==> src/core/seq_pkg.sv <==
// Purpose: Shared constants and types for the table-indirect sequencer.
// Assumes: One CPU clock domain; opcode fields are the core's own encodings.
// Notes: Register offsets are byte addresses on a 32-bit Wishbone bus.
package seq_pkg;
   localparam logic [6:0] TADDR_LO = 7'h20;
   localparam logic [13:0] SHORT_TOP = 14'h3f7f;
   localparam logic [1:0] ENT_BRANCH = 2'h0;
   localparam logic [1:0] ENT_CALL = 2'h1;
   localparam logic [1:0] ENT_WORD = 2'h2;
   localparam logic [1:0] ENT_PAIR = 2'h3;
   localparam logic [5:0] OP_LONG_BRANCH = 6'h3e;
   localparam logic [5:0] OP_FAR_CALL = 6'h3f;
   localparam logic [3:0] OP_PAIR_MEM = 4'hc;
   localparam logic [3:0] OP_PAIR_STEP = 4'h5;
   localparam logic [1:0] MEM_STORE = 2'h1;
   localparam logic [1:0] MEM_BAD = 2'h3;
   localparam logic [1:0] PTR_HL = 2'h0;
   localparam logic [1:0] PTR_DE = 2'h1;
   localparam logic [1:0] PTR_DL = 2'h2;
   localparam logic [2:0] STEP_L = 3'h0;
   localparam logic [2:0] STEP_H = 3'h1;
   localparam logic [2:0] STEP_E = 3'h2;
   localparam logic [2:0] STEP_D = 3'h3;
   localparam logic [2:0] STEP_HL = 3'h4;
   localparam logic [2:0] STEP_DE = 3'h5;
   localparam logic [11:0] FWIN_CTL_LO = 12'hfb0;
   localparam logic [11:0] FWIN_CTL_HI = 12'hfbf;
   localparam logic [11:0] FWIN_PORT_LO = 12'hff0;
   localparam logic [11:0] PWIN_LO = 12'hfc0;
   localparam logic [3:0] IO_BANK = 4'hf;
   localparam logic [7:0] ADR_CTRL = 8'h00;
   localparam logic [7:0] ADR_STAT = 8'h04;
   localparam logic [7:0] ADR_SUPP = 8'h08;
   localparam logic [7:0] ADR_BANK = 8'h0c;
   localparam logic CTRL_STR_RST = 1'b1;
   localparam logic [4:0] BANK_RST = 5'h00;
   typedef enum logic [1:0] {K_PLAIN, K_TABLE, K_STR} kind_t;
   typedef enum logic [1:0] {GRP_NONE, GRP_A, GRP_B} group_t;
   typedef enum logic [1:0] {BM_F, BM_P, BM_H} bmode_t;
   typedef enum logic [2:0] {B_SET, B_CLR, B_TEST, B_TOCY, B_FROMCY, B_AND, B_OR, B_XOR} bitop_t;
   typedef struct packed {
      kind_t kind;
      group_t grp;
      logic [1:0] len;
      logic [6:0] taddr;
   } insn_t;
   typedef struct packed {
      logic adv;
      logic run;
      logic [1:0] step;
      logic [1:0] skip_cyc;
   } disp_t;
endpackage : seq_pkg

==> src/core/table_indirect_exec_and_skip_logic.sv <==
// Purpose: Sequencing of the table-indirect instruction, skips and string effect.
// Assumes: The fetch unit waits while BUSY and reports DONE before the next fetch.
// Notes: Bit addressing and base adjustment are small registered helpers.
// How it works
// [RL1] Table-indirect fetches a two-byte entry from table area 0020H to 007FH.
// [RL2] Entries sit at even addresses only, at most 48; operand must be even.
// [RL3] A call entry calls a target within 0000H to 3FFFH.
// [RL4] A branch entry jumps to its target within the lower 16 KB.
// [RL5] Any two-byte entry runs in line except long branch and far call.
// [RL6] Software places only two-machine-cycle two-byte instructions in entries.
// [RL7] Paired one-byte entries: pointer access then step of that same pointer.
// [RL8] Software never puts upper-space branch or call targets in entries.
// [RL9] PC does not advance while the referenced instruction runs.
// [RL10] A pending skip skips the table-indirect like any one-byte instruction.
// [RL11] A met skip in the referenced instruction skips the following instruction.
// [RL12] A same-group string load before does not suppress the referenced one.
// [RL13] The referenced string load suppresses same-group instructions after it.
// [RL14] In a same-group string run only the first executes, others are NOP.
// [RL15] Group A is 4-bit and 8-bit immediate A loads; group B is HL load.
// [RL16] Bit set, clear, test, transfer, AND, OR and XOR are provided.
// [RL17] Short bit form reaches FB0H-FBFH and FF0H-FFFH; L-indexed form FC0H-FFFH.
// [RL18] H-relative bit form reaches the bank given by enable times select.
// [RL19] Base-m addition gives a base-m digit and carry on overflow.
// [RL20] Base-m subtraction gives the complement digit and carry on underflow.
// [RL21] Software never relies on the skip of the final add-m step.
// [RL22] Table operands span 20H-7FH with bit 0 clear.
// [RL23] Short branch targets reach at most 3F7FH.
// [RL24] A skipped table-indirect costs one cycle; three-byte skips cost two.
// [RL25] Skipped or suppressed instructions change nothing but still advance PC.
//
// The placing of the registers and the Wishbone interface to the registers were left to the implementer.
`timescale 1ns/100ps
module table_indirect_exec_and_skip_logic import seq_pkg::*; (
   // Clock and reset
   input wire logic CORE_CLK,
   input wire logic RST_B,
   // Wishbone slave
   input wire logic WB_CYC_I,
   input wire logic WB_STB_I,
   input wire logic WB_WE_I,
   input wire logic [7:0] WB_ADR_I,
   input wire logic [3:0] WB_SEL_I,
   input wire logic [31:0] WB_DAT_I,
   output logic [31:0] WB_DAT_O,
   output logic WB_ACK_O,
   // Instruction stream
   input wire logic FETCH_VALID,
   input wire insn_t FETCH,
   input wire logic DONE_VALID,
   input wire logic DONE_SKIP,
   input wire group_t DONE_GRP,
   output disp_t DISP,
   output logic BUSY,
   // Table read port
   output logic TBL_REQ,
   output logic [6:0] TBL_ADDR,
   input wire logic TBL_ACK,
   input wire logic [15:0] TBL_DATA,
   // Referenced execution and control transfer
   output logic EXEC_VALID,
   output logic [15:0] EXEC_CODE,
   output logic JUMP,
   output logic CALL,
   output logic [13:0] TARGET,
   // Bit manipulation
   input wire logic BIT_REQ,
   input wire bmode_t BIT_MODE,
   input wire bitop_t BIT_OP,
   input wire logic [11:0] BIT_ADDR,
   input wire logic [1:0] BIT_SEL,
   input wire logic [3:0] REG_H,
   input wire logic [3:0] REG_L,
   input wire logic BIT_VAL,
   input wire logic CARRY_IN,
   output logic BIT_DONE,
   output logic BIT_OK,
   output logic [11:0] BIT_EADDR,
   output logic [1:0] BIT_EBIT,
   output logic BIT_RES,
   output logic BIT_CARRY,
   output logic BIT_SKIP,
   // Base adjustment
   input wire logic ADJ_REQ,
   input wire logic ADJ_SUB,
   input wire logic [3:0] ADJ_M,
   input wire logic [3:0] ADJ_A,
   input wire logic [3:0] ADJ_MEM,
   output logic ADJ_DONE,
   output logic [3:0] ADJ_RES,
   output logic ADJ_CARRY
);
   typedef enum logic [1:0] {S_IDLE, S_TFETCH, S_TEXEC} state_t;

   function automatic logic taddr_ok(input logic [6:0] a);
      return a >= TADDR_LO && !a[0];
   endfunction : taddr_ok

   function automatic logic entry_ok(input logic [15:0] e);
      logic ok;
      ok = 1'b0;
      case (e[15:14])
         ENT_BRANCH: ok = e[13:0] <= SHORT_TOP;
         ENT_CALL: ok = 1'b1;
         ENT_WORD: ok = e[13:8] != OP_LONG_BRANCH && e[13:8] != OP_FAR_CALL;
         default: begin
            case (e[9:8])
               PTR_HL: ok = e[2:0] == STEP_L || e[2:0] == STEP_H || e[2:0] == STEP_HL;
               PTR_DE: ok = e[2:0] == STEP_E || e[2:0] == STEP_D || e[2:0] == STEP_DE;
               PTR_DL: ok = e[2:0] == STEP_L || e[2:0] == STEP_D;
               default: ok = 1'b0;
            endcase
            ok = ok && e[15:12] == OP_PAIR_MEM && e[7:4] == OP_PAIR_STEP && e[11:10] != MEM_BAD
               && (e[11:10] != MEM_STORE || e[9:8] == PTR_HL);
         end
      endcase
      return ok;
   endfunction : entry_ok

   // Functional form of the adjust sequences; returns {carry, digit}.
   function automatic logic [4:0] base_adj(input logic sub, input logic [3:0] m, input logic [3:0] a,
                                           input logic [3:0] mem, input logic carry);
      logic [4:0] s;
      s = '0;
      if (!sub) begin
         s = {1'b0, a} + {1'b0, mem} + {4'h0, carry};
         if (s >= {1'b0, m})
            return {1'b1, 4'(s - {1'b0, m})};
         return {1'b0, s[3:0]};
      end
      s = {1'b0, a} - {1'b0, mem} - {4'h0, carry};
      if (s[4])
         return {1'b1, 4'(s[3:0] + m)};
      return {1'b0, s[3:0]};
   endfunction : base_adj

   logic rst_s1_reg;
   logic rst_n_reg;
   state_t state_reg;
   logic skip_reg;
   group_t last_grp_reg;
   logic str_en_reg;
   logic [4:0] bank_reg;
   logic [1:0] err_reg;
   logic [15:0] supp_reg;
   logic wb_hit;
   logic wb_wr;
   logic fetch_go;
   logic str_hit;
   logic [1:0] err_set;
   logic [1:0] err_clr;
   logic [31:0] rd_next;
   logic [11:0] bit_ea_next;
   logic bit_ok_next;
   logic [1:0] bit_idx_next;
   logic bit_res_next;
   logic bit_carry_next;
   logic [3:0] mb;

   // Release is synchronised so no flop leaves reset on a different edge.
   always_ff @(posedge CORE_CLK or negedge RST_B) begin
      if (!RST_B) begin
         rst_s1_reg <= 1'b0;
         rst_n_reg <= 1'b0;
      end else begin
         rst_s1_reg <= 1'b1;
         rst_n_reg <= rst_s1_reg;
      end
   end

   assign fetch_go = FETCH_VALID && state_reg == S_IDLE;
   assign str_hit = FETCH.kind == K_STR && FETCH.grp != GRP_NONE && str_en_reg
      && last_grp_reg == FETCH.grp; // RL14 RL15
   assign err_set[0] = fetch_go && !skip_reg && FETCH.kind == K_TABLE && !taddr_ok(FETCH.taddr); // RL22
   assign err_set[1] = state_reg == S_TFETCH && TBL_ACK && !entry_ok(TBL_DATA); // RL5 RL7
   assign wb_hit = WB_CYC_I && WB_STB_I && !WB_ACK_O;
   assign wb_wr = wb_hit && WB_WE_I && WB_SEL_I[0];
   assign err_clr = (wb_wr && WB_ADR_I == ADR_STAT) ? WB_DAT_I[1:0] : 2'h0;

   always_comb begin
      rd_next = '0;
      case (WB_ADR_I)
         ADR_CTRL: rd_next[0] = str_en_reg;
         ADR_STAT: rd_next[7:0] = {BUSY, last_grp_reg, skip_reg, state_reg, err_reg};
         ADR_SUPP: rd_next[15:0] = supp_reg;
         ADR_BANK: rd_next[4:0] = bank_reg;
         default: rd_next = '0;
      endcase
   end

   always_ff @(posedge CORE_CLK or negedge rst_n_reg) begin
      if (!rst_n_reg) begin
         WB_ACK_O <= 1'b0;
         WB_DAT_O <= '0;
      end else begin
         WB_ACK_O <= wb_hit;
         WB_DAT_O <= (wb_hit && !WB_WE_I) ? rd_next : '0;
      end
   end

   always_ff @(posedge CORE_CLK or negedge rst_n_reg) begin
      if (!rst_n_reg) begin
         str_en_reg <= CTRL_STR_RST;
         bank_reg <= BANK_RST;
      end else if (wb_wr) begin
         if (WB_ADR_I == ADR_CTRL)
            str_en_reg <= WB_DAT_I[0];
         if (WB_ADR_I == ADR_BANK)
            bank_reg <= WB_DAT_I[4:0];
      end
   end

   // A fault in the same cycle as its clear stays visible.
   always_ff @(posedge CORE_CLK or negedge rst_n_reg) begin
      if (!rst_n_reg)
         err_reg <= '0;
      else
         err_reg <= (err_reg & ~err_clr) | err_set;
   end

   always_ff @(posedge CORE_CLK or negedge rst_n_reg) begin
      if (!rst_n_reg)
         supp_reg <= '0;
      else if (fetch_go && (skip_reg || (FETCH.kind != K_TABLE && str_hit)))
         supp_reg <= supp_reg + 16'h0001;
   end

   always_ff @(posedge CORE_CLK or negedge rst_n_reg) begin
      if (!rst_n_reg)
         skip_reg <= 1'b0;
      else if (DONE_VALID && DONE_SKIP)
         skip_reg <= 1'b1; // RL11
      else if (fetch_go)
         skip_reg <= 1'b0;
   end

   always_ff @(posedge CORE_CLK or negedge rst_n_reg) begin
      if (!rst_n_reg) begin
         state_reg <= S_IDLE;
         last_grp_reg <= GRP_NONE;
         DISP <= '0;
         BUSY <= 1'b0;
         TBL_REQ <= 1'b0;
         TBL_ADDR <= '0;
         EXEC_VALID <= 1'b0;
         EXEC_CODE <= '0;
         JUMP <= 1'b0;
         CALL <= 1'b0;
         TARGET <= '0;
      end else begin
         DISP <= '0;
         EXEC_VALID <= 1'b0;
         JUMP <= 1'b0;
         CALL <= 1'b0;
         case (state_reg)
            S_IDLE: begin
               if (FETCH_VALID) begin
                  DISP.step <= FETCH.len;
                  if (skip_reg) begin
                     DISP.adv <= 1'b1; // RL25
                     DISP.skip_cyc <= (FETCH.kind == K_TABLE || FETCH.len != 2'd3) ? 2'd1 : 2'd2; // RL10 RL24
                     last_grp_reg <= GRP_NONE;
                  end else if (FETCH.kind == K_TABLE) begin
                     last_grp_reg <= last_grp_reg;
                     if (taddr_ok(FETCH.taddr)) begin
                        TBL_REQ <= 1'b1; // RL1 RL2
                        TBL_ADDR <= FETCH.taddr;
                        BUSY <= 1'b1;
                        state_reg <= S_TFETCH;
                     end else begin
                        DISP.adv <= 1'b1;
                     end
                  end else begin
                     DISP.adv <= 1'b1;
                     DISP.run <= !str_hit; // RL14 RL25
                     last_grp_reg <= (FETCH.kind == K_STR) ? FETCH.grp : GRP_NONE;
                  end
               end
            end
            S_TFETCH: begin
               if (TBL_ACK) begin
                  TBL_REQ <= 1'b0;
                  if (!entry_ok(TBL_DATA)) begin
                     DISP.adv <= 1'b1;
                     DISP.step <= 2'd1;
                     BUSY <= 1'b0;
                     state_reg <= S_IDLE;
                  end else if (TBL_DATA[15:14] == ENT_BRANCH || TBL_DATA[15:14] == ENT_CALL) begin
                     JUMP <= TBL_DATA[15:14] == ENT_BRANCH; // RL4 RL23
                     CALL <= TBL_DATA[15:14] == ENT_CALL; // RL3
                     TARGET <= TBL_DATA[13:0];
                     last_grp_reg <= GRP_NONE;
                     BUSY <= 1'b0;
                     state_reg <= S_IDLE;
                  end else begin
                     // The referenced code always runs, even after a same-group load.
                     EXEC_VALID <= 1'b1; // RL5 RL12
                     EXEC_CODE <= TBL_DATA;
                     state_reg <= S_TEXEC;
                  end
               end
            end
            S_TEXEC: begin
               if (DONE_VALID) begin
                  DISP.adv <= 1'b1; // RL9
                  DISP.step <= 2'd1;
                  last_grp_reg <= DONE_GRP; // RL13
                  BUSY <= 1'b0;
                  state_reg <= S_IDLE;
               end
            end
            default: state_reg <= S_IDLE;
         endcase
      end
   end

   assign mb = bank_reg[4] ? bank_reg[3:0] : 4'h0; // RL18

   always_comb begin
      bit_ea_next = {IO_BANK, BIT_ADDR[7:0]};
      bit_idx_next = BIT_SEL;
      bit_ok_next = 1'b0;
      case (BIT_MODE)
         BM_F: bit_ok_next = (BIT_ADDR >= FWIN_CTL_LO && BIT_ADDR <= FWIN_CTL_HI)
            || BIT_ADDR >= FWIN_PORT_LO; // RL17
         BM_P: begin
            bit_ea_next = {IO_BANK, BIT_ADDR[7:2], REG_L[3:2]}; // RL17
            bit_idx_next = REG_L[1:0];
            bit_ok_next = BIT_ADDR >= PWIN_LO;
         end
         default: begin
            bit_ea_next = {mb, REG_H, BIT_ADDR[3:0]}; // RL18
            bit_ok_next = 1'b1;
         end
      endcase
      bit_res_next = BIT_VAL;
      bit_carry_next = CARRY_IN;
      case (BIT_OP)
         B_SET: bit_res_next = 1'b1; // RL16
         B_CLR: bit_res_next = 1'b0;
         B_TOCY: bit_carry_next = BIT_VAL;
         B_FROMCY: bit_res_next = CARRY_IN;
         B_AND: bit_carry_next = CARRY_IN & BIT_VAL;
         B_OR: bit_carry_next = CARRY_IN | BIT_VAL;
         B_XOR: bit_carry_next = CARRY_IN ^ BIT_VAL;
         default: bit_res_next = BIT_VAL;
      endcase
   end

   always_ff @(posedge CORE_CLK or negedge rst_n_reg) begin
      if (!rst_n_reg) begin
         BIT_DONE <= 1'b0;
         BIT_OK <= 1'b0;
         BIT_EADDR <= '0;
         BIT_EBIT <= '0;
         BIT_RES <= 1'b0;
         BIT_CARRY <= 1'b0;
         BIT_SKIP <= 1'b0;
      end else begin
         BIT_DONE <= BIT_REQ;
         if (BIT_REQ) begin
            BIT_OK <= bit_ok_next;
            BIT_EADDR <= bit_ea_next;
            BIT_EBIT <= bit_idx_next;
            BIT_RES <= bit_res_next;
            BIT_CARRY <= bit_carry_next;
            BIT_SKIP <= BIT_OP == B_TEST && BIT_VAL;
         end
      end
   end

   always_ff @(posedge CORE_CLK or negedge rst_n_reg) begin
      if (!rst_n_reg) begin
         ADJ_DONE <= 1'b0;
         ADJ_RES <= '0;
         ADJ_CARRY <= 1'b0;
      end else begin
         ADJ_DONE <= ADJ_REQ;
         if (ADJ_REQ)
            {ADJ_CARRY, ADJ_RES} <= base_adj(ADJ_SUB, ADJ_M, ADJ_A, ADJ_MEM, CARRY_IN); // RL19 RL20
      end
   end
endmodule : table_indirect_exec_and_skip_logic

==> config.mk <==
export PLATFORM = sky130hd
export DESIGN_NAME = table_indirect_exec_and_skip_logic
export DESIGN_NICKNAME = d
export VERILOG_FILES = /design/src/core/seq_pkg.sv /design/src/core/table_indirect_exec_and_skip_logic.sv
export SDC_FILE = /design/constraint.sdc
export NUM_CORES = 1
export LEC_CHECK = 0
export ABC_AREA = 1
export BUFFER_PORTS_ARGS = -buffer_cell sky130_fd_sc_hd__buf_2
export CAP_MARGIN = 15
export CORE_ASPECT_RATIO = 1.75
export CORE_MARGIN = 3
export CORE_UTILIZATION = 45
export DETAILED_ROUTE_END_ITERATION = 12
export PLACE_DENSITY = 0.83
export SETUP_SLACK_MARGIN = 0.02
export SLEW_MARGIN = 10
export SYNTH_ARGS = -nofsm -noshare
export SYNTH_HDL_FRONTEND = slang
export SYNTH_SLANG_ARGS = --single-unit
==> constraint.sdc <==
create_clock -name CORE_CLK -period 3.8 [get_ports CORE_CLK]
set_input_delay 0.38 -clock CORE_CLK [delete_from_list [all_inputs] [get_ports CORE_CLK]]
set_output_delay 0.38 -clock CORE_CLK [all_outputs]
set_load 0.05 [all_outputs]
==> results of run 1 <==
[power groups by stage]
stage          Sequential, mW  Combinational, mW  Clock, mW
2_1_floorplan            2.71              0.743          0
3_3_place_gp             1.83               2.12          0
3_5_place_dp             1.84               2.16          0
4_1_cts                  1.83               2.16       1.63
5_1_grt                  1.87               2.33       1.69
6_report                 1.82               2.15       1.61
[layout by cell type (no fill, tap or decap), types with 3 or more instances in the layout]
| cell type | count |
|---|---|
| sky130_fd_sc_hd__a21oi_1 | 21 |
| sky130_fd_sc_hd__a31oi_1 | 3 |
| sky130_fd_sc_hd__buf_2 | 187 |
| sky130_fd_sc_hd__clkbuf_16 | 17 |
| sky130_fd_sc_hd__clkinv_4 | 5 |
| sky130_fd_sc_hd__conb_1 | 17 |
| sky130_fd_sc_hd__dfrtp_1 | 119 |
| sky130_fd_sc_hd__fa_1 | 6 |
| sky130_fd_sc_hd__ha_1 | 22 |
| sky130_fd_sc_hd__inv_1 | 101 |
| sky130_fd_sc_hd__inv_6 | 5 |
| sky130_fd_sc_hd__nand2_1 | 259 |
| sky130_fd_sc_hd__nand3_1 | 60 |
| sky130_fd_sc_hd__nand4_1 | 7 |
| sky130_fd_sc_hd__nor2_1 | 64 |
| sky130_fd_sc_hd__nor2_4 | 3 |
| sky130_fd_sc_hd__nor3_1 | 21 |
| sky130_fd_sc_hd__nor4_1 | 6 |
| sky130_fd_sc_hd__o21ai_0 | 45 |
| sky130_fd_sc_hd__or2_2 | 3 |
| sky130_fd_sc_hd__xor2_1 | 16 |
[path summary, 6_finish.rpt]
check / end / cells after the start
setup / recovery: ADJ_RES[1] / 14
hold / removal: TBL_ADDR[3] / 3
setup reg to reg: supp_reg[7] / 9
hold reg to reg: rst_n_reg / 0
max in group asynchronous: str_en_reg / 1
min in group asynchronous: rst_s1_reg / 2
[stage by stage]
| step | utilization | hold WS (ns) | std cells | setup WS [ns] | cell area (µm²) |
|---|---|---|---|---|---|
| floorplan | - | 0.0844 | 830 | 0.181 | 6500 |
| global placement | 0.534 | 0.167 | 1165 | 0.976 | 7460 |
| detailed placement | 0.534 | 0.167 | 1165 | 0.949 | 7460 |
| CTS | 0.577 | 0.152 | 1198 | 1.39 | 8070 |
| global route | 0.577 | 0.170 | 1199 | 1.14 | 8070 |
| finish | 0.577 | 0.172 | 1200 | 1.33 | 8070 |
[layer usage]
layer  routed length, µm  GRT usage  up-vias
met5                  25          0        -
met4                 411     0.0888        4
met3                 920     0.0577       31
met2                9900      0.433      171
met1                6000      0.234     2745
li1                    -          -     2939
[cell type report]
class | count | area [µm²]
tap | 177 | 221
antenna | 2 | 5.00
timing repair buffer | 190 | 961
clock inverter | 15 | 168
fill | 1330 | 5910
sequential | 121 | 3030
inverter | 104 | 390
clock buffer | 17 | 425
multi-input combinational | 574 | 2870
[synth_stat cells (3+ instances only)]
library cell,number
sky130_fd_sc_hd__nor2_4,3
sky130_fd_sc_hd__ha_1,22
sky130_fd_sc_hd__buf_6,4
sky130_fd_sc_hd__inv_1,101
sky130_fd_sc_hd__nand3_1,60
sky130_fd_sc_hd__a31oi_1,3
sky130_fd_sc_hd__nor2_1,64
sky130_fd_sc_hd__a21oi_1,21
sky130_fd_sc_hd__buf_4,18
sky130_fd_sc_hd__o21ai_0,45
sky130_fd_sc_hd__clkbuf_1,8
sky130_fd_sc_hd__fa_1,6
sky130_fd_sc_hd__nor3_1,21
sky130_fd_sc_hd__or2_2,3
sky130_fd_sc_hd__nand4_1,7
sky130_fd_sc_hd__xor2_1,16
sky130_fd_sc_hd__nor4_1,6
sky130_fd_sc_hd__nand2_1,259
sky130_fd_sc_hd__dfrtp_1,120
[worst min-delay path, cell delays in order]
cell,delay [ns]
sky130_fd_sc_hd__buf_2,0.07
sky130_fd_sc_hd__nand2_1,0.04
sky130_fd_sc_hd__nand2_1,0.05
[cell families after synthesis]
kind of cell,Yosys count
xor+xnor,17
flops,121
compound gates,80
buf+inv,135
other cells,2
fa+ha+maj,28
simple gates,432
==> impl_summary.md, run 1 <==
Critical path
The critical path goes through buf_2, fa_1, inv_1, fa_1, xor2_1, ha_1, a21oi_1, nand2_1, o21ai_0, nand2_1, o21ai_0, nor2_1, nor2_1, nor2_1. The most critical setup path has its startpoint at CARRY_IN. Broken down by cell family, the worst path's largest delay share belongs to adder cells.

The setup path with the least slack is of type primary input to flip-flop. The worst setup path is captured at a flip-flop. Counting stages on the worst path, the most repeated cell is sky130_fd_sc_hd__nor2_1. Data on the critical path arrives at its endpoint at 2.76 ns. The critical path's slowest cell is sky130_fd_sc_hd__fa_1.

The largest fanout on the critical path is 6. Counting both buffers and inverters, the worst setup path holds a total of 2. The critical path required time is 4.10 ns. The startpoint kind of the worst setup timing path is a primary input. The delay contributed by the slowest stage of the critical path is 0.44 ns. The worst register-to-register path begins at state_reg[0]. The setup check on the worst reg-to-reg path leaves a slack of 1.42 ns.

Yosys
The fraction of the mapped netlist area in adder cells is 0.0613. In this run, synthesis inferred 0 flip-flops with an integrated enable. The post-synth design cell area is 6450 µm². Synthesis produced a netlist whose cell count is 815.

The count of state elements after synthesis is 121. After synthesis, the largest family of logic cells by area is simple AND/OR/NAND/NOR gates. The predominant post-synthesis flop cell is sky130_fd_sc_hd__dfrtp_1. After synthesis, the mean cell area works out to 7.91 µm². Yosys printed 0 warnings. Of the total synthesized cell area, the portion taken by XOR and XNOR cells is 0.0231. The fraction of the mapped netlist area in simple logic gates is 0.283.

The cell type with the highest aggregate area in the netlist is sky130_fd_sc_hd__dfrtp_1. Counting distinct cell types in the post-synthesis netlist gives 39. The multiplexer fraction of the synthesized cell area is 0.

The share of synthesized area in the top cell type comes to 0.466. The compound-gate portion of the synthesized area is 0.0674. By area the synthesized netlist is led by sky130_fd_sc_hd__dfrtp_1 (47%), sky130_fd_sc_hd__nand2_1 (15%), sky130_fd_sc_hd__inv_1 (5.9%), sky130_fd_sc_hd__nand3_1 (4.7%), sky130_fd_sc_hd__ha_1 (4.3%). The share of the yosys chip area belonging to registers is 0.470. The async set-or-reset flop fraction in the synthesized netlist is 1.00.

Power and ir drop
In this run the power spent charging and discharging nets is 2.49 mW. The cell area power density is 691 nW/µm². The analysis attributes to cell leakage a power of 4.47 nW. Of the total power, the clock network draws 0.288. Of the total power, the share spent switching nets is 0.446. The share of total power dissipated in combinational logic is 0.385. The sequential cell fraction of total power is 0.327. The cell internal power dissipation is 3.09 mW. The peak ir drop on the vdd network is 578 µV. Total power for the finished layout comes to 5.58 mW.

Timing
Of the available clock period, the critical path in the final layout requires 0.649. The final setup violation count is 0. The final number of hold-violating endpoints is 0. Timing would allow up to 405 MHz. Setup repair after global routing left no endpoint under its margin.

At the pin with the least slew margin, the transition time is 0.812 ns. The clock arrives with 0.00612 ns of skew. The final max-slew violation count is 0. Subtracting the final worst setup slack from the clock period gives 2.47 ns.

The setup TNS is 0 ns. In this run the tightest slew margin relative to its limit is 0.457.

Cells and area
The area added between synthesis and finish is 25.2%. Of the cells placed in the final design, the portion with a size suffix greater than 1 is 0.233. The final layout contains 1164 nets.

Place
The half-perimeter wire length of the detailed placement result is 13500 µm. The total of buffers placed on input and output ports is 187. At the end of routability-driven placement, the weighted congestion stood at 0.965.

Detailed routing
The count of unresolved DRC violations after routing is 0. The final antenna-violating net count is 0. The via count is 5890. For this block, the initial DRC count from the detailed router was 204. Before antenna repair, the detailed router went through 5 iterations. Summed over all layers, the routed wires come to 17300 µm. The routed wirelength normalized by instance count is 14.4 µm. Dividing the detail-routed via count by the number of cells gives 4.91.

Clock network
The clock net in this run drives a total of 121 sinks. The insertion delay to the later sink of the worst-skew pair is 0.41 ns. The number of buffers between clock root and the deepest sink is 2. The number of gates resized after CTS was 0. The clock input transition at the sequential cells of the worst setup and hold paths is 0.06 ns. The H-tree generated during clock tree synthesis spans 4 levels. TritonCTS built the clock tree. Buffers inserted to repair hold after CTS numbered 1.

Counting the buffers created by CTS gives 17. The root buffer selected by CTS is sky130_fd_sc_hd__clkbuf_16. The number of setup buffers added after CTS is 0.

Global route
The largest net degree at the start of global routing is 59. The number of antenna violations at the first check in global routing was 3. The via count of the first global-routing pass came to 5888. The first-pass GRT wire length is 28000 µm. Across every metal layer, demand over resource in global routing totals 0.230. The sum of overflow across all layers after global routing is 0.

Floorplanning
In this run the horizontal extent of the chip is 96.5 µm. The effective utilization at floorplan is 0.461. In this run the core area contains 57 standard-cell rows. The number of top-level pins is 234.

The area inside the core boundary is 14000 µm². The die covers 15900 µm². The die is 164 µm tall.

Hold path
In this run the worst hold path is classified as primary input to flip-flop. The worst hold path begins at FETCH[3].

Status
The run finished with clean final reports.

Flow run
The tool flagged a number of max-cap violations equal to 0.
Power figures use the tool's default switching activity.
==> run 2, diff against run 1 <==
Settings changed: ABC_AREA 1 to 0, CORE_UTILIZATION 45 to 50, PLACE_DENSITY 0.83 to 0.87.
Clock period 3.8 ns to 2.4 ns, I/O delays scaled along.
==> run 2 against run 1 <==
Net effect: wire length shrank 9.1%; die area shrank 13%; clock skew grew 0.0059 ns; count of clock-buffer cells in the layout grew 4; sequential cell count is the same; first-iteration DRC count shrank 13%; design area grew 1.0%; via count shrank 14%; area after synthesis shrank 3.6%; critical path type unchanged; largest power group unchanged.
==> impl_summary.md, run 2 <==
Yosys
The number of standard cells after synthesis is 558 (-32%). The async set-or-reset flop fraction in the synthesized netlist is 1.00 (unchanged). The synthesized area per cell is 11.1 µm² (+41%). The number of enable flip-flop cells after synthesis is 0 (unchanged). The fraction of the mapped netlist area in adder cells is 0.0636 (+0.00226). The share of the yosys chip area belonging to registers is 0.487 (+0.0173). The most frequently used cell type in the post-synthesis netlist is sky130_fd_sc_hd__dfrtp_1. The count of distinct cell types in the synthesized netlist is 68 (+74%).

The post-synth design cell area was 6220 µm² (-3.6%). The compound-gate portion of the synthesized area is 0.0980 (+0.0307). The xor and xnor area share after synthesis was 0.0324 (+0.00930). The top-area cell type share of the netlist area is 0.483 (+0.0172).

By count the netlist is led by sky130_fd_sc_hd__dfrtp_1 (120), sky130_fd_sc_hd__mux2_2 (43), sky130_fd_sc_hd__nor2_1 (39), sky130_fd_sc_hd__inv_1 (32), sky130_fd_sc_hd__nand2_1 (30). The cell type with the highest aggregate area in the netlist is sky130_fd_sc_hd__dfrtp_1. The count of state elements after synthesis was 121 (unchanged).

The most used flip-flop cell after synthesis is sky130_fd_sc_hd__dfrtp_1. The count of synthesis-stage warnings from yosys is 0 (unchanged). The multiplexer fraction of the synthesized cell area is 0.117 (+0.117). The fraction of the mapped netlist area in simple logic gates was 0.143 (-0.140). Sorting the synthesized cells by area gives the leading types as sky130_fd_sc_hd__dfrtp_1 (48%), sky130_fd_sc_hd__mux2_2 (7.8%), sky130_fd_sc_hd__ha_1 (4.4%), sky130_fd_sc_hd__xor2_1 (2.7%), sky130_fd_sc_hd__nor2_1 (2.4%). After synthesis, the largest family of logic cells by area is simple AND/OR/NAND/NOR gates.

Global route
The number of antenna violations at the first check in global routing is 1 (-2). The via count of the first global-routing pass is 5317 (-9.7%). The sum of overflow across all layers after global routing is 0 (unchanged). The first-pass GRT wire length was 25400 µm (-9.4%). The largest net degree at the start of global routing is 47 (-20%). The global-route usage over all layers is 0.231 (+0.00181).

Floorplanning
The area inside the core boundary is 12100 µm² (-14%). The number of top-level pins came to 234 (unchanged). The die span in y is 154 µm (-6.6%). The floorplan die width is 90.3 µm (-6.4%). The die outline area is 13900 µm² (-13%). The effective utilization at floorplan is 0.515 (+0.0540).

The row count is 53 (-7.0%).

Place
The half-perimeter wire length of the detailed placement result is 12300 µm (-9.4%). The total of buffers placed on input and output ports is 187 (unchanged). The final weighted congestion in routability-driven placement came to 0.949 (-1.6%). The setup slack after placement was -0.272 ns (-1.22 ns).

Timing
The worst-case clock skew is 0.0120 ns (+0.00587 ns). Setup repair after global routing left no endpoint under its margin. The worst slack on hold paths was 0.0584 ns (-0.114 ns). The part of the cycle the worst path needs is 0.934. The slew at the pin with the worst max-slew slack is 0.677 ns (-0.135 ns). Counting I/O delays and the setup requirement, the final critical path takes 2.24 ns. The final setup violation count is 0 (unchanged).

The worst setup margin is 0.159 ns (-1.17 ns). The timing-limited maximum frequency is 446 MHz. The final max-slew violation count came to 0 (unchanged). The final number of hold-violating endpoints came to 0 (unchanged). The max-slew headroom at the worst pin is 0.548 (+0.0911). The setup TNS came to 0 ns (unchanged).

Detailed routing
The via count is 5042 (-14%). The via-per-instance ratio is 5.25 (+7.0%). The routed wirelength normalized by instance count is 16.3 µm (+14%). The initial DRC count is 177 (-13%). The count of TritonRoute iterations in the first routing pass is 5 (unchanged). The count of unresolved DRC violations after routing is 0 (unchanged). The post-detailed-routing wire length is 15700 µm (-9.1%). The final antenna-violating net count is 0 (unchanged).

Cells and area
The number of inserted filler cells in the final layout is 961 (-28%). From synthesis to final layout, the design area changed by 31.2%. Leaving out fill and tap cells, the most frequent cells in the layout are sky130_fd_sc_hd__buf_2 (187), sky130_fd_sc_hd__dfrtp_1 (119), sky130_fd_sc_hd__mux2_2 (43), sky130_fd_sc_hd__nor2_1 (39), sky130_fd_sc_hd__buf_4 (37). The share of the core filled with cells came to 0.676 (+0.0982). The area taken by flip-flops and latches was 3030 µm² (unchanged). The net total in the final layout came to 937 (-20%). The multi-input gate area in the final layout is 2900 µm² (+1.0%). The share of cells above drive strength 1 is 0.407 (+0.174).

The most common library cell in the layout ignoring fill and taps is sky130_fd_sc_hd__buf_2.

Critical path
STA classifies the critical path endpoint as a flip-flop. The largest fanout on the critical path is 3 (-3). Among all stages on the critical path, the largest delay is contributed by sky130_fd_sc_hd__fa_2. STA classifies the critical path startpoint as a primary input. The arrival time at the worst endpoint is 2.52 ns (-0.24 ns). The critical path required time came to 2.68 ns (-1.42 ns).

The kind of cell with the highest combined delay along the critical path is adder cells. The delay contributed by the slowest stage of the critical path is 0.40 ns (-0.04 ns). The classification of the worst setup path is primary input to flip-flop.

Traced cell by cell, the critical path runs through buf_2, inv_4, fa_2, fa_2, xor2_1, ha_1, nand3_1, and3_1, a211oi_2, xor2_1, a311o_1. The number of buffer and inverter instances along the worst setup path was 2 (unchanged).

Clock network
The cell sitting at the root of the clock tree is a sky130_fd_sc_hd__clkbuf_16. TritonCTS built the clock tree. The clock input transition at the sequential cells of the worst setup and hold paths is 0.05 ns (about the same). The clock sink count is 121 (unchanged). The number of buffers between clock root and the deepest sink was 2 (unchanged). The H-tree depth reported by CTS came to 4 (unchanged). The insertion delay to the later sink of the worst-skew pair is 0.41 ns (about the same). The CTS buffer count is 17 (unchanged).

Status
The flow ran to the end, and the final reports show no timing, DRC or antenna violations.

Power and ir drop
The cell area power density came to 1110 nW/µm² (+60%). The static leakage power is 4.15 nW (-7.3%). The peak ir drop on the vdd network came to 960 µV (+66%).

Flow run
The max-capacitance violation count came to 0 (unchanged).

Hold path
In this run the worst hold path is classified as primary input to flip-flop.
## run 2: changes by cell type after synthesis, sizes merged, moves of 9 or more
cell and change:
mux2 +51, inv -71, nand2b +9, nand3 -49, mux2i +12, o21ai -31, nand2 -232, nor2b +10
nor3 -14, and2 +11, nor2 -29
## run 2: layout make-up
| class | instances | area share |
|---|---|---|
| Tap cell | 165 | 0.0253 |
| Clock buffer | 21 | 0.0589 |
| Multi-Input combinational cell | 383 | 0.355 |
| Clock inverter | 11 | 0.0206 |
| Inverter | 32 | 0.0150 |
| Timing Repair Buffer | 226 | 0.153 |
| Sequential cell | 121 | 0.372 |
| Antenna cell | 1 | 0.000307 |
## run 2: cells by family (layout without fill, tap and decap cells)
family                   count (synthesis)  in the layout
AND/OR/NAND/NOR                        163            163
flip-flops                             121            121
AO/OA/AOI/OAI                           89             89
buffers and inverters                   69            290
multiplexers                            63             63
adder cells (fa/ha/maj)                 28             28
XOR/XNOR                                23             23
other                                    2             18
## run 2: path summary, 6_finish.rpt
check | startpoint | slack [ns] | cells after the start | endpoint
worst max-delay path | CARRY_IN | 0.16 | 11 | ADJ_RES[3]
worst min-delay path | FETCH[8] | 0.06 | 2 | DISP[0]
worst max register to register | state_reg[1] | 0.26 | 7 | supp_reg[14]
worst min register to register | rst_n_reg | 0.34 | 0 | EXEC_CODE[15]
max in group asynchronous | rst_n_reg | 1.35 | 1 | WB_DAT_O[3]
min in group asynchronous | RST_B | 0.14 | 2 | rst_s1_reg
## run 2: layer usage
metal	track usage	up-vias	share of wire
li1	-	2390	-
met1	0.232	2443	0.37
met2	0.438	181	0.55
met3	0.0622	28	0.056
met4	0.107	0	0.027
met5	0	-	0
## run 2: where the power goes
part           internal (mW)  switching (mW)  total, mW
combinational           1.10            2.35       3.44
sequential              2.52           0.332       2.86
clock                   1.85           0.896       2.74
## run 2: what timing repair did
action,in CTS,in global routing
gates resized for setup,0,0
endpoints found under the hold margin,2,0
setup endpoints to repair,0,0
hold buffers,1,0
buffers inserted,0,0
## run 2: per-stage QoR
stage / power (mW) / instance area, µm² / instances
6_report: 9.04 / 8150 / 960
5_1_grt: 9.45 / 8150 / 960
4_1_cts: 9.08 / 8150 / 959
3_5_place_dp: 6.32 / 7490 / 926
3_3_place_gp: 6.25 / 7490 / 926
2_1_floorplan: 5.39 / 6290 / 573
